===== src/core/tcr_pkg.sv =====
// tcr_pkg: constants, enumerations and carrier types for the timer
// capture/compare register unit.
// assumes a byte-wide register port and a 50 MHz peripheral clock.

package tcr_pkg;

    // register offsets on the byte register port
    localparam logic [3:0] TCR_OFF_IRQ_ENABLE    = 4'h5;
    localparam logic [3:0] TCR_OFF_IRQ_FLAGS     = 4'h6;
    localparam logic [3:0] TCR_OFF_RUN_STATE     = 4'h7;
    localparam logic [3:0] TCR_OFF_DEBUG         = 4'h8;
    localparam logic [3:0] TCR_OFF_STAGING       = 4'h9;
    localparam logic [3:0] TCR_OFF_COUNTER_LO    = 4'hA;
    localparam logic [3:0] TCR_OFF_COUNTER_HI    = 4'hB;
    localparam logic [3:0] TCR_OFF_COMPARE_LO    = 4'hC;
    localparam logic [3:0] TCR_OFF_COMPARE_HI    = 4'hD;

    // field positions (all single-bit fields sit in bit 0)
    localparam int         TCR_BIT_SNAPSHOT_IRQ  = 0;
    localparam int         TCR_BIT_RUN           = 0;
    localparam int         TCR_BIT_KEEP_GOING    = 0;

    // reset values and the counter increment
    localparam logic [7:0]  TCR_RST_BYTE         = 8'h00;
    localparam logic [15:0] TCR_RST_WORD         = 16'h0000;
    localparam logic [15:0] TCR_ONE_WORD         = 16'h0001;

    // counting modes, encoded as the mode field
    typedef enum logic [2:0] {
        TCR_MODE_INT     = 3'b000,
        TCR_MODE_TIMEOUT = 3'b001,
        TCR_MODE_SNAPSHOT_IRQ    = 3'b010,
        TCR_MODE_FRQ     = 3'b011,
        TCR_MODE_PW      = 3'b100,
        TCR_MODE_FRQPW   = 3'b101,
        TCR_MODE_SINGLE  = 3'b110,
        TCR_MODE_PWM8    = 3'b111
    } tcr_mode_t;

    // phases of combined frequency and pulse-width measurement
    typedef enum logic [1:0] {
        TCR_PH_IDLE = 2'b00,
        TCR_PH_SNAPSHOT_IRQ = 2'b01,
        TCR_PH_STOP = 2'b10
    } tcr_phase_t;

    // one register port request, valid for one mclk cycle
    typedef struct packed {
        logic       wr;
        logic       rd;
        logic [3:0] addr;
        logic [7:0] wdata;
    } tcr_bus_req_t;

endpackage : tcr_pkg


===== src/core/tcr_timer_capture.sv =====
// tcr_timer_capture: interrupt, status, debug, staging, counter and
// capture/compare registers of a 16-bit timer/counter with capture.
// assumes mode, edge select, event enable, timer enable and the count tick
// come from the neighbouring control logic, all synchronous to mclk.

`timescale 1ns/1ns
`default_nettype none

// Overview of operation
// - irq_enable bit 0 enables snapshot interrupt
// - irq_flags bit 0 set on mode condition
// - flag cleared by write-one or capture read
// - timer modes flag when counter equals TOP
// - frequency mode: capture, restart, flag per edge
// - capture-on-event: capture and flag on event
// - pulse-width: edge restarts, next edge captures
// - freq+pw: flag and stop on third edge
// - pwm8 flags when counter hits period byte
// - run_state bit 0 shows counter running
// - debug bit 0 keeps timer running in break
// - shared byte staging register, software accessible
// - counter readable/writable, low byte at 0x0A
// - bus write beats internal counter update
// - capture register holds counter at capture
// - compare register is TOP in timer modes
// - pwm8 low byte period, high byte duty
// - three-bit mode field selects eight modes
// - edge select inverts edge roles; in single mode it lets either edge start
module tcr_timer_capture (
    input  wire logic               mclk,
    input  wire logic               rst,
    input  wire tcr_pkg::tcr_bus_req_t bus,
    output var  logic [7:0]         reg_rdata,
    input  wire tcr_pkg::tcr_mode_t timer_operating_mode,
    input  wire logic               timer_enable,
    input  wire logic               count_tick,
    input  wire logic               edge_invert,
    input  wire logic               capture_event_enable,
    input  wire logic               event_in,
    input  wire logic               debug_break,
    output logic                    snapshot_irq,
    output logic                    counter_running,
    output logic [7:0]              duty_high_byte
);
    import tcr_pkg::*;

    ////////////////////////////////////////////////////////////////////////
    // helpers

    // counter plus one, wrapping at the word width
    function automatic logic [15:0] tcr_bump(input logic [15:0] v);
        tcr_bump = v + TCR_ONE_WORD;
    endfunction : tcr_bump

    // modes in which a read of the capture register clears the flag
    function automatic logic tcr_is_capture(input tcr_mode_t m);
        tcr_is_capture = (m == TCR_MODE_SNAPSHOT_IRQ) || (m == TCR_MODE_FRQ) ||
                         (m == TCR_MODE_PW)   || (m == TCR_MODE_FRQPW);
    endfunction : tcr_is_capture

    ////////////////////////////////////////////////////////////////////////
    // state

    logic        irq_enable_reg;        // snapshot interrupt enable
    logic        flag_reg;              // snapshot interrupt flag
    logic        keep_going_reg;        // keep counting in debug break
    logic [7:0]  staging_reg;           // shared high-byte staging
    logic [15:0] counter_reg;           // counter value
    logic [15:0] compare_reg;           // capture/compare value
    logic        run_reg;               // counter running
    logic        event_prev_reg;        // event level one cycle ago
    tcr_phase_t  phase_reg;             // freq+pw measurement phase

    ////////////////////////////////////////////////////////////////////////
    // combinational decode

    logic        halted;                // debug break stops the timer
    logic        pos_edge;              // accepted rising event edge
    logic        neg_edge;              // accepted falling event edge
    logic        act_edge;              // edge that captures / starts
    logic        oth_edge;              // opposite edge
    logic        tick;                  // counting step this cycle
    logic        at_top;                // counter equals TOP
    logic        at_period;             // counter low byte equals period
    logic [15:0] counter_next;          // internal counter update
    logic        capture_now;           // copy counter to compare reg
    logic        flag_set;              // flag condition this cycle
    logic        run_next;              // running state next
    tcr_phase_t  phase_next;            // measurement phase next

    // bus strobes, one per register concern
    logic wr_irq_en, wr_flags, wr_debug, wr_staging;
    logic wr_cnt_lo, wr_cnt_hi, wr_cmp_lo, wr_cmp_hi;
    logic rd_cnt_lo, rd_cmp_lo;

    always_comb begin
        wr_irq_en  = bus.wr && (bus.addr == TCR_OFF_IRQ_ENABLE);
        wr_flags   = bus.wr && (bus.addr == TCR_OFF_IRQ_FLAGS);
        wr_debug   = bus.wr && (bus.addr == TCR_OFF_DEBUG);
        wr_staging = bus.wr && (bus.addr == TCR_OFF_STAGING);
        wr_cnt_lo  = bus.wr && (bus.addr == TCR_OFF_COUNTER_LO);
        wr_cnt_hi  = bus.wr && (bus.addr == TCR_OFF_COUNTER_HI);
        wr_cmp_lo  = bus.wr && (bus.addr == TCR_OFF_COMPARE_LO);
        wr_cmp_hi  = bus.wr && (bus.addr == TCR_OFF_COMPARE_HI);
        rd_cnt_lo  = bus.rd && (bus.addr == TCR_OFF_COUNTER_LO);
        rd_cmp_lo  = bus.rd && (bus.addr == TCR_OFF_COMPARE_LO);
    end

    // edge detection and qualification of the count tick
    always_comb begin
        halted    = debug_break && !keep_going_reg;
        pos_edge  = capture_event_enable && !halted &&
                    event_in && !event_prev_reg;
        neg_edge  = capture_event_enable && !halted &&
                    !event_in && event_prev_reg;
        act_edge  = edge_invert ? neg_edge : pos_edge;
        oth_edge  = edge_invert ? pos_edge : neg_edge;
        tick      = count_tick && timer_enable && !halted;
        at_top    = (counter_reg == compare_reg);
        at_period = (counter_reg[7:0] == compare_reg[7:0]);
    end

    ////////////////////////////////////////////////////////////////////////
    // per-mode sequencing: counter step, capture, flag, run, phase

    always_comb begin
        counter_next = counter_reg;
        capture_now  = 1'b0;
        flag_set     = 1'b0;
        run_next     = run_reg;
        phase_next   = phase_reg;
        if (!timer_enable) begin
            // disabled timer holds its count and forgets measurements
            run_next   = 1'b0;
            phase_next = TCR_PH_IDLE;
        end else begin
            case (timer_operating_mode)
                TCR_MODE_INT: begin
                    run_next = 1'b1;
                    if (tick) begin
                        if (at_top) begin
                            counter_next = TCR_RST_WORD;
                            flag_set     = 1'b1;
                        end else begin
                            counter_next = tcr_bump(counter_reg);
                        end
                    end
                end
                TCR_MODE_TIMEOUT: begin
                    // start and stop edges swap with edge select
                    if (act_edge) begin
                        run_next = 1'b1;
                    end else if (oth_edge) begin
                        run_next = 1'b0;
                    end
                    if (run_reg && tick) begin
                        if (at_top) begin
                            counter_next = TCR_RST_WORD;
                            flag_set     = 1'b1;
                        end else begin
                            counter_next = tcr_bump(counter_reg);
                        end
                    end
                end
                TCR_MODE_SNAPSHOT_IRQ: begin
                    run_next = 1'b1;
                    if (tick) begin
                        counter_next = tcr_bump(counter_reg);
                    end
                    if (act_edge) begin
                        capture_now = 1'b1;
                        flag_set    = 1'b1;
                    end
                end
                TCR_MODE_FRQ: begin
                    run_next = 1'b1;
                    if (act_edge) begin
                        capture_now  = 1'b1;
                        flag_set     = 1'b1;
                        counter_next = TCR_RST_WORD;
                    end else if (tick) begin
                        counter_next = tcr_bump(counter_reg);
                    end
                end
                TCR_MODE_PW: begin
                    run_next = 1'b1;
                    if (act_edge) begin
                        counter_next = TCR_RST_WORD;
                    end else begin
                        if (tick) begin
                            counter_next = tcr_bump(counter_reg);
                        end
                        if (oth_edge) begin
                            capture_now = 1'b1;
                            flag_set    = 1'b1;
                        end
                    end
                end
                TCR_MODE_FRQPW: begin
                    case (phase_reg)
                        TCR_PH_IDLE: begin
                            run_next = 1'b0;
                            if (act_edge) begin
                                counter_next = TCR_RST_WORD;
                                run_next     = 1'b1;
                                phase_next   = TCR_PH_SNAPSHOT_IRQ;
                            end
                        end
                        TCR_PH_SNAPSHOT_IRQ: begin
                            if (tick) begin
                                counter_next = tcr_bump(counter_reg);
                            end
                            if (oth_edge) begin
                                capture_now = 1'b1;
                                phase_next  = TCR_PH_STOP;
                            end
                        end
                        TCR_PH_STOP: begin
                            if (act_edge) begin
                                // count frozen so software sees period
                                run_next   = 1'b0;
                                flag_set   = 1'b1;
                                phase_next = TCR_PH_IDLE;
                            end else if (tick) begin
                                counter_next = tcr_bump(counter_reg);
                            end
                        end
                        default: begin
                            phase_next = TCR_PH_IDLE;
                        end
                    endcase
                end
                TCR_MODE_SINGLE: begin
                    // with edge select set, either edge starts the shot
                    if (!run_reg && (edge_invert ? (pos_edge || neg_edge)
                                                 : pos_edge)) begin
                        run_next     = 1'b1;
                        counter_next = TCR_RST_WORD;
                    end else if (run_reg && tick) begin
                        if (at_top) begin
                            run_next     = 1'b0;
                            counter_next = TCR_RST_WORD;
                            flag_set     = 1'b1;
                        end else begin
                            counter_next = tcr_bump(counter_reg);
                        end
                    end
                end
                TCR_MODE_PWM8: begin
                    run_next = 1'b1;
                    if (tick) begin
                        if (at_period) begin
                            counter_next = TCR_RST_WORD;
                            flag_set     = 1'b1;
                        end else begin
                            counter_next = tcr_bump(counter_reg);
                        end
                    end
                end
                default: begin
                    run_next = 1'b0;
                end
            endcase
        end
    end

    ////////////////////////////////////////////////////////////////////////
    // counter register: bus writes are applied last so they win

    always_ff @(posedge mclk) begin
        if (rst) begin
            counter_reg <= TCR_RST_WORD;
        end else begin
            counter_reg <= counter_next;
            if (wr_cnt_hi) begin
                counter_reg <= {bus.wdata, staging_reg};
            end
        end
    end

    // capture/compare register: whole-word bus commit, else capture
    always_ff @(posedge mclk) begin
        if (rst) begin
            compare_reg <= TCR_RST_WORD;
        end else if (wr_cmp_hi) begin
            compare_reg <= {bus.wdata, staging_reg};
        end else if (capture_now) begin
            compare_reg <= counter_reg;
        end
    end

    // staging byte: low writes stage, low reads latch the high byte
    always_ff @(posedge mclk) begin
        if (rst) begin
            staging_reg <= TCR_RST_BYTE;
        end else if (wr_staging || wr_cnt_lo || wr_cmp_lo) begin
            staging_reg <= bus.wdata;
        end else if (rd_cnt_lo) begin
            staging_reg <= counter_reg[15:8];
        end else if (rd_cmp_lo) begin
            staging_reg <= compare_reg[15:8];
        end
    end

    ////////////////////////////////////////////////////////////////////////
    // control bits

    always_ff @(posedge mclk) begin
        if (rst) begin
            irq_enable_reg <= 1'b0;
            keep_going_reg <= 1'b0;
        end else begin
            if (wr_irq_en) begin
                irq_enable_reg <= bus.wdata[TCR_BIT_SNAPSHOT_IRQ];
            end
            if (wr_debug) begin
                keep_going_reg <= bus.wdata[TCR_BIT_KEEP_GOING];
            end
        end
    end

    // interrupt flag: a set in the same cycle as a clear is kept
    always_ff @(posedge mclk) begin
        if (rst) begin
            flag_reg <= 1'b0;
        end else if (flag_set) begin
            flag_reg <= 1'b1;
        end else if ((wr_flags && bus.wdata[TCR_BIT_SNAPSHOT_IRQ]) ||
                     (rd_cmp_lo &&
                      tcr_is_capture(timer_operating_mode))) begin
            flag_reg <= 1'b0;
        end
    end

    // running state, edge history and measurement phase
    always_ff @(posedge mclk) begin
        if (rst) begin
            run_reg        <= 1'b0;
            event_prev_reg <= 1'b0;
            phase_reg      <= TCR_PH_IDLE;
        end else begin
            run_reg        <= run_next;
            event_prev_reg <= event_in;
            phase_reg      <= phase_next;
        end
    end

    ////////////////////////////////////////////////////////////////////////
    // read data, registered: valid the cycle after the read strobe

    always_ff @(posedge mclk) begin
        if (rst) begin
            reg_rdata <= TCR_RST_BYTE;
        end else if (bus.rd) begin
            case (bus.addr)
                TCR_OFF_IRQ_ENABLE: reg_rdata <= {7'h00, irq_enable_reg};
                TCR_OFF_IRQ_FLAGS:  reg_rdata <= {7'h00, flag_reg};
                // read-only; no port can write it
                TCR_OFF_RUN_STATE:  reg_rdata <= {7'h00, run_reg};
                TCR_OFF_DEBUG:      reg_rdata <= {7'h00, keep_going_reg};
                TCR_OFF_STAGING:    reg_rdata <= staging_reg;
                TCR_OFF_COUNTER_LO: reg_rdata <= counter_reg[7:0];
                TCR_OFF_COUNTER_HI: reg_rdata <= staging_reg;
                TCR_OFF_COMPARE_LO: reg_rdata <= compare_reg[7:0];
                TCR_OFF_COMPARE_HI: reg_rdata <= staging_reg;
                default:            reg_rdata <= TCR_RST_BYTE;
            endcase
        end
    end

    ////////////////////////////////////////////////////////////////////////
    // outputs

    assign snapshot_irq    = flag_reg && irq_enable_reg;
    assign counter_running = run_reg;
    // duty byte handed to the waveform logic in pwm8 mode
    assign duty_high_byte  = compare_reg[15:8];

endmodule : tcr_timer_capture

`default_nettype wire


===== config.mk =====
export PLATFORM = sky130hd
export DESIGN_NAME = tcr_timer_capture
export DESIGN_NICKNAME = d
export VERILOG_FILES = /design/src/core/tcr_pkg.sv /design/src/core/tcr_timer_capture.sv
export SDC_FILE = /design/constraint.sdc
export NUM_CORES = 1
export LEC_CHECK = 0
export ABC_AREA = 1
export BUFFER_PORTS_ARGS = -buffer_cell sky130_fd_sc_hd__clkbuf_2
export CAP_MARGIN = 20
export CORE_ASPECT_RATIO = 2
export CORE_MARGIN = 2
export CORE_UTILIZATION = 25
export DETAILED_ROUTE_END_ITERATION = 12
export PLACE_DENSITY = 0.37
export SYNTH_ARGS = -nofsm -noshare
export SYNTH_HDL_FRONTEND = slang
export SYNTH_SLANG_ARGS = --single-unit
export TNS_END_PERCENT = 5

===== constraint.sdc =====
create_clock -name mclk -period 2.1 [get_ports mclk]
set_input_delay 0.42 -clock mclk [delete_from_list [all_inputs] [get_ports mclk]]
set_output_delay 0.42 -clock mclk [all_outputs]
set_load 0.02 [all_outputs]

==> results.yml, run 1 <==
finish:
  final_nets: 992
  syn2layout_area_growth_pct: 22.96
  fill_cells: 2237
  antenna_cells: 0
  post-route-util: 0.3152
  drive_above_1_share: 0.1830
detailed_routing:
  antenna_left: 0
  first_pass_iters: 4
  drt_iter0_drc: 265
  wl_um: 20440
  vias: 5633
  avgRoutedWirePerCell_um: 16.79
  vias_per_cell: 4.629
  drc_errors: 0
placement:
  port-buffer-count: 42
  gp_congestion: 0.8437
  hpwlAfterDp_um: 16890
logic_synthesis:
  syn_nets: 907
  yosys_warnings: 0
  synth.distinct_cells: 37
  postSynthCellCount: 877
  seq_area_frac_synth: 0.2280
  syn_area_um2: 4828
  yosys_most_used_dff: "dfxtp_1"
  syn_area_per_cell_um2: 5.506
  synth_seq_cells: 55
  async_flop_share: 0
  synth_edf_count: 0
timing:
  relSlewSlack: 0.6707
  finalMaxSlewViolations: 0
  setup_viol: 0
  period_share: 0.9272
  tightest_slew_ns: 0.4888
  hold_violations: 0
  min_period_ns: 1.947
  rsz0062_at_grt: "no"
  fin_skew_ns: 0.01646
  setup_tns_ns: 0
  fmax_mhz: 513.6
clock_tree:
  cts-root-buf: "clkbuf_16"
  cts_resized: 0
  clock_latency_ns: 0.32
  cts_inserted_buffers: 5
  cts.sinks: 55
  postCtsSetupBuffers: 0
  clk_path_buf_depth: 2
  cts_tree: "yes"
  cts.reportedPaths.clkPinSlew_ns: 0.09
  hold_buffers: 0
  h-tree-depth: 2
worst_hold_path:
  hold_path_class: "input pin to flop"
  hold_start: "event_in"
die:
  die_w_um: 102.3
  io_pins: 43
  initial_utilization: 0.2564
  die_h_um: 200.5
  placementRows: 71
  fp.dieArea_um2: 20510
  coreArea_um2: 18830
global_route:
  antenna_found_initial: 0
  grt_usage: 0.2027
  overflow: 0
  grt_max_degree: 29
  grt_pass1_wl_um: 30890
  grt_pass1_vias: 5611
critical_path:
  critical_path_arrival_ns: 2.13
  crit_required_ns: 2.29
  path_max_fanout: 14
  critPathKind: "flop to flop"
  rrSetupSlack_ns: 0.15
  crit_path_start: "counter_reg[11]"
  worstReg2RegStart: "counter_reg[11]"
  end_kind: "flop"
  start_kind: "flop"
status:
  outcome: "finished, final reports clean"
run:
  maxCapViolations: 0
pwr:
  total_leakage_power_nw: 2.983
  finalPower_w: 0.002986
  p_per_area_nw_per_um2: 503.0
  ir_drop_uv: 885.0
## metrics by stage
step | area, µm² | hold slack [ns] | instances | setup WS, ns
2_1_floorplan | 4828 | 0.4372 | 877 | 0.4146
3_5_place_dp | 5763 | 0.4578 | 1210 | -0.03573
6_report | 5937 | 0.3182 | 1217 | 0.1529
5_1_grt | 5937 | 0.3347 | 1217 | 0.001340
3_3_place_gp | 5763 | 0.4534 | 1210 | -0.06412
4_1_cts | 5929 | 0.3042 | 1217 | 0.08898
## cell families after synthesis
| group | Yosys count | share of synthesized area |
|---|---|---|
| and+or+nand+nor | 479 | 0.4167 |
| DFF | 55 | 0.2280 |
| AOI/OAI and AO/OA | 157 | 0.1765 |
| adders and majority gates | 5 | 0.01296 |
| xor gates and xnor gates | 6 | 0.01088 |
| buffers and inverters | 175 | 0.1550 |
## path summary, 6_finish.rpt
path                endpoint  cells past startpoint
max reg2reg  counter_reg[12]                     14
max          counter_reg[12]                     14
min           event_prev_reg                      3
min reg2reg     reg_rdata[4]                      2
## final cells by class
| cell class | count | area [µm²] | share of cell area |
|---|---|---|---|
| flip-flops and latches | 55 | 1106 | 0.1863 |
| well taps | 255 | 319.1 | 0.05374 |
| multi-input cells | 647 | 2982 | 0.5022 |
| repair buffers | 125 | 883.3 | 0.1488 |
| clock buffers | 5 | 125.1 | 0.02107 |
| inverters | 128 | 480.5 | 0.08093 |
| clock inverters | 2 | 41.29 | 0.006955 |
## synth_stat cells, types with 3 or more instances
cell type	count	area (µm²)
buf_2	16	80.08
dfxtp_1	55	1101
xor2_1	6	52.55
buf_4	15	112.6
nand2_1	271	1017
nand3_1	74	370.4
nor2_1	101	379.1
nand4_1	10	62.56
nor2_2	8	50.05
a21oi_1	59	295.3
nand3_2	3	30.03
o21ai_0	64	320.3
nand2_2	3	18.77
ha_1	5	62.56
nor2_4	4	45.04
o21ai_1	7	35.03
o221ai_1	4	35.03
o22ai_1	11	68.82
clkbuf_1	12	45.04
inv_1	112	420.4
inv_2	16	60.06
## metal layers
metal	wire (µm)	GRT usage	vias to the layer above
met1	7132	0.1934	2554
li1	-	-	2933
met5	0	0	-
met3	445	0.02194	42
met2	11700	0.3987	104
met4	1158	0.1110	0
## cell usage in the layout, fill, tap and decap left out, types with 16 or more instances in the layout
cell type  count
nand2_1      270
clkbuf_2      42
inv_1        112
o21ai_0       64
nor2_1       101
buf_4         79
inv_2         16
a21oi_1       59
dfxtp_1       51
nand3_1       74
## critical path, stage by stage, from the launching register on
cell	delay, ns
dfxtp_1	0.40
inv_2	0.11
nand2_1	0.07
nand2_1	0.05
nor2_1	0.15
nand2_1	0.09
nor2_2	0.16
nand2_1	0.13
buf_12	0.17
nand2_1	0.08
nand2_1	0.05
nand3_1	0.06
nand3_1	0.06
nand2_1	0.14
a21oi_1	0.09
## power by group
part	leakage (nW)	switching [W]	internal, W
logic	2.45	0.000523	0.000304
clock network	0.0818	0.000477	0.000568
registers	0.448	0.0000343	0.00108
Power figures use the tool's default switching activity.
==> run 2: changes to the inputs <==
CORE_UTILIZATION = 61   (was 25)
PLACE_DENSITY = 0.78   (was 0.37)
==> results.yml, run 2 (same netlist as run 1, synthesis figures left out) <==
pwr:
  sw_frac_of_total: 0.3534
  power_frac_clock: 0.335
  p_comb_frac: 0.262
  power.net_switching_w: 0.0009874
  total_leakage_power_nw: 2.774
  p_per_area_nw_per_um2: 513.3
  ir_drop_uv: 504.1
  intPower_w: 0.001807
  finalPower_w: 0.002794
  pwr-share-seq: 0.403
die:
  die_w_um: 66.91
  io_pins: 43
  fp.dieArea_um2: 8686
  placementRows: 45
  coreArea_um2: 7657
  initial_utilization: 0.6306
  die_h_um: 129.8
finish:
  final_nets: 951
  fill_cells: 746
  layout_common_cells: "nand2_1, inv_1, nor2_1"
  multiInputGateArea_um2: 3030
  drive_above_1_share: 0.1627
  register_area_um2: 1119
  final_cell_area_um2: 5444
  antenna_cells: 0
  layout_commonest_cell: "nand2_1"
  syn2layout_area_growth_pct: 12.75
clock_tree:
  cts_tree: "yes"
  cts-root-buf: "clkbuf_16"
  postCtsSetupBuffers: 0
  cts.sinks: 55
  clk_path_buf_depth: 2
  h-tree-depth: 2
  cts_inserted_buffers: 5
  cts.reportedPaths.clkPinSlew_ns: 0.08
  clock_latency_ns: 0.31
timing:
  tightest_slew_ns: 0.4923
  min_period_ns: 1.962
  fin_skew_ns: 0.009010
  setup_ws_ns: 0.1385
  fmax_mhz: 509.8
  finalMaxSlewViolations: 0
  setup_viol: 0
  relSlewSlack: 0.6715
  setup_tns_ns: 0
  hold_violations: 0
  period_share: 0.9341
placement:
  placed_area_um2: 5216
  pre_cts_ws_ns: 0.03386
  port-buffer-count: 42
  gp_congestion: 0.9653
  hpwlAfterDp_um: 12940
critical_path:
  crit_family: "simple AND/OR/NAND/NOR gates"
  slowest_stage: "dfxtp_1"
  start_kind: "flop"
  cp_num_buf_inv: 2
  path_max_fanout: 12
  slowest_delay_ns: 0.51
  end_kind: "flop"
  crit_required_ns: 2.28
  critical_path_arrival_ns: 2.14
  cpMostUsedCell: "nand2_1"
  critPathKind: "flop to flop"
  crit_chain: "inv_1, nand2_1, nand2_1, nor2_1, nand2_1, nor2_4, nand2_1, buf_4, nand2_1, nand2_1, nand3_1, nand3_1, nand2_1, a21oi_1"
run:
  maxCapViolations: 0
detailed_routing:
  drc_errors: 0
  avgRoutedWirePerCell_um: 16.76
  drt_iter0_drc: 420
  vias: 5926
  first_pass_iters: 5
  antenna_left: 0
  wl_um: 17030
  vias_per_cell: 5.833
global_route:
  grt_usage: 0.4057
  use_met3: 0.07414
  overflow: 0
  grt_pass1_vias: 5599
  busiest_layer: "met2"
  grt_pass1_wl_um: 26540
  antenna_found_initial: 0
  use_met1: 0.3758
  met2_usage: 0.7235
  grt_max_degree: 29
status:
  outcome: "finished, final reports clean"
worst_hold_path:
  hold_path_class: "input pin to flop"
run 2: cell count changes in the layout (fill, tap and decap cells not counted), sizes merged:
cell,before,now
buf,83,42
clkinv,0,1
clkbuf,47,48
bufinv,1,0
run 2: power groups by stage:
stage	sequential, W	combinational [W]	clock (W)
floorplan	0.00113	0.000486	0
global placement	0.00115	0.000677	0
detailed placement	0.00115	0.000691	0
CTS	0.00112	0.000694	0.000935
global route	0.00113	0.000797	0.000969
finish	0.00113	0.000732	0.000936
run 2: area by class of cell:
class | count | share of cell area
Clock inverter | 2 | 0.003677
Sequential cell | 55 | 0.2055
Tap cell | 94 | 0.02160
Clock buffer | 6 | 0.02551
Timing Repair Buffer | 84 | 0.09883
Multi-Input combinational cell | 647 | 0.5567
Inverter | 128 | 0.08826
run 2: worst min-delay path, delay by kind of cell:
family,cells,cell delay [ns]
and+or+nand+nor,1,0.04
buffers and inverters,2,0.15
run 2: metal layers:
metal  part of all wire  wire [µm]  vias to the layer above
li1                   -          -                     2855
met1               0.33       5615                     2681
met2               0.51       8691                      284
met3              0.061       1044                      106
met4              0.099       1680                        0
met5                  0          0                        -
run 2: path summary, 6_finish.rpt:
path	startpoint	endpoint	slack (ns)	cells after the start
min reg2reg	reg_rdata[2]	reg_rdata[2]	0.47	2
max reg2reg	compare_reg[9]	counter_reg[12]	0.14	14
min	event_in	event_prev_reg	0.34	3
max	compare_reg[9]	counter_reg[12]	0.14	14
run 2: per-stage QoR:
step                std cells  hold WS (ns)    util
finish                   1016        0.3388  0.7109
global route             1016        0.3647  0.7109
CTS                      1016        0.3430  0.7020
detailed placement       1008        0.4564  0.6812
global placement         1008        0.4486  0.6812
floorplan                 877        0.4372       -
run 2: timing repair:
action	CTS	global route
resized for setup	0	25
setup endpoints to repair	0	22
hold buffers	0	0
==> run 3: changes to the inputs <==
clock period = 1.9 ns   (was 2.1 ns; I/O delays follow)
==> results.yml, run 3 (same netlist as run 1, synthesis figures left out) <==
critical_path:
  critPathKind: "flop to flop"
  path_max_fanout: 5
  critical_path_arrival_ns: 2.10
  start_kind: "flop"
  end_kind: "flop"
  cpMostUsedCell: "nand2_1"
  slowest_delay_ns: 0.39
  crit_required_ns: 2.08
  rrSetupSlack_ns: -0.02
  crit_chain: "buf_6, inv_2, nand2_1, nand2_1, nor2_1, nand2_1, nor2_4, buf_6, nor2_4, buf_6, nand2_2, nand2_1, inv_2, nand3_2, nand2_2, a21oi_2"
  worstReg2RegStart: "counter_reg[0]"
  ff2ff_path_depth: 16
  slowest_stage: "dfxtp_4"
  worstReg2RegEnd: "counter_reg[7]"
timing:
  finalMaxSlewViolations: 0
  rsz0062_at_grt: "yes"
  min_period_ns: 1.919
  hold_violations: 0
  period_share: 1.010
  fin_skew_ns: 0.006298
  relSlewSlack: 0.6827
  setup_tns_ns: -0.01939
  setup_viol: 1
  tightest_slew_ns: 0.4751
  whs_ns: 0.3073
  setup_ws_ns: -0.01939
  fmax_mhz: 521.0
finish:
  final_nets: 995
  layout_common_cells: "nand2_1, inv_1, nor2_1"
  antenna_cells: 0
  final_cell_area_um2: 6000
  drive_above_1_share: 0.2497
  syn2layout_area_growth_pct: 24.25
  fill_cells: 637
  post-route-util: 0.7835
  layout_commonest_cell: "nand2_1"
global_route:
  grt_max_degree: 31
  use_met1: 0.4064
  met2_usage: 0.7312
  grt_usage: 0.4180
  antenna_found_initial: 0
  grt_pass1_vias: 5738
  busiest_layer: "met2"
  overflow: 0
  use_met3: 0.06121
  grt_pass1_wl_um: 27320
detailed_routing:
  wl_um: 18280
  avgRoutedWirePerCell_um: 17.27
  drc_errors: 2
  vias_per_cell: 5.918
  drt_iter0_drc: 606
  first_pass_iters: 10
  antenna_left: 0
  vias: 6267
pwr:
  finalPower_w: 0.003382
  p_per_area_nw_per_um2: 563.7
  ir_drop_uv: 555.0
  total_leakage_power_nw: 3.053
clock_tree:
  cts-root-buf: "clkbuf_16"
  cts_inserted_buffers: 5
  clk_path_buf_depth: 2
  cts_tree: "yes"
  hold_buffers: 0
  cts.reportedPaths.clkPinSlew_ns: 0.08
  cts.sinks: 55
  clock_latency_ns: 0.30
  h-tree-depth: 2
run:
  maxCapViolations: 0
worst_hold_path:
  hold_path_class: "input pin to flop"
  hold_start: "event_in"
  hold_end: "event_prev_reg"
  whs_path_depth: 3
die:
  initial_utilization: 0.6306
  coreArea_um2: 7657
  placementRows: 45
  fp.dieArea_um2: 8686
  io_pins: 43
  die_h_um: 129.8
  die_w_um: 66.91
placement:
  hpwlAfterDp_um: 13480
  placed_area_um2: 5507
  port-buffer-count: 42
  gp_congestion: 1.054
status:
  outcome: "finished with violations"
  violations: "design-rule violations, negative setup slack"
==> run 3: routing by layer <==
layer | routed length [µm] | part of all wire
met3 | 1535 | 0.084
met2 | 8953 | 0.49
met4 | 2067 | 0.11
met1 | 5728 | 0.31
met5 | 0 | 0
==> run 3: timing repair <==
action,in CTS,in global routing
pin swaps,0,22
resized for setup,5,84
gates cloned,0,2
setup endpoints to repair,12,36
setup buffers,0,5
==> run 3: cell type report <==
class                           count  area (µm²)  area share
Multi-Input combinational cell    649        3213      0.5356
Sequential cell                    55        1122      0.1871
Timing Repair Buffer              126       899.6      0.1499
Inverter                          128       480.5     0.08008
Clock buffer                        5       125.1     0.02086
Tap cell                           94       117.6     0.01960
Clock inverter                      2       41.29    0.006882
==> run 3: metrics by stage <==
stage                     std cells  setup slack (ns)
after CTS                      1052          0.008798
after floorplan                 877            0.2546
after detailed placement       1045           -0.1293
after global placement         1045          -0.06649
after global routing           1059           -0.1698
final                          1059          -0.01939
==> run 3: how the worst max path moves through the flow <==
stage | start | to | cells past startpoint
floorplan | bus[11] | counter_reg[12] | 11
global placement | event_in | counter_reg[13] | 12
detailed placement | event_in | counter_reg[13] | 12
CTS | compare_reg[11] | counter_reg[7] | 14
global route | compare_reg[10] | counter_reg[7] | 14
finish | counter_reg[0] | counter_reg[7] | 16
==> run 3: power by group <==
| group | switching (W) | internal [W] |
|---|---|---|
| Combinational | 0.000655 | 0.000397 |
| Clock | 0.000467 | 0.000626 |
| Sequential | 0.0000434 | 0.00119 |
| Total | 0.00117 | 0.00222 |
==> run 3: worst max-delay path, delay by kind of cell, from the launching register on <==
family                 cells  cell delay (ns)
and+or+nand+nor           10             0.83
buffers and inverters      5             0.51
DFF                        1             0.39
AOI/OAI and AO/OA          1             0.06
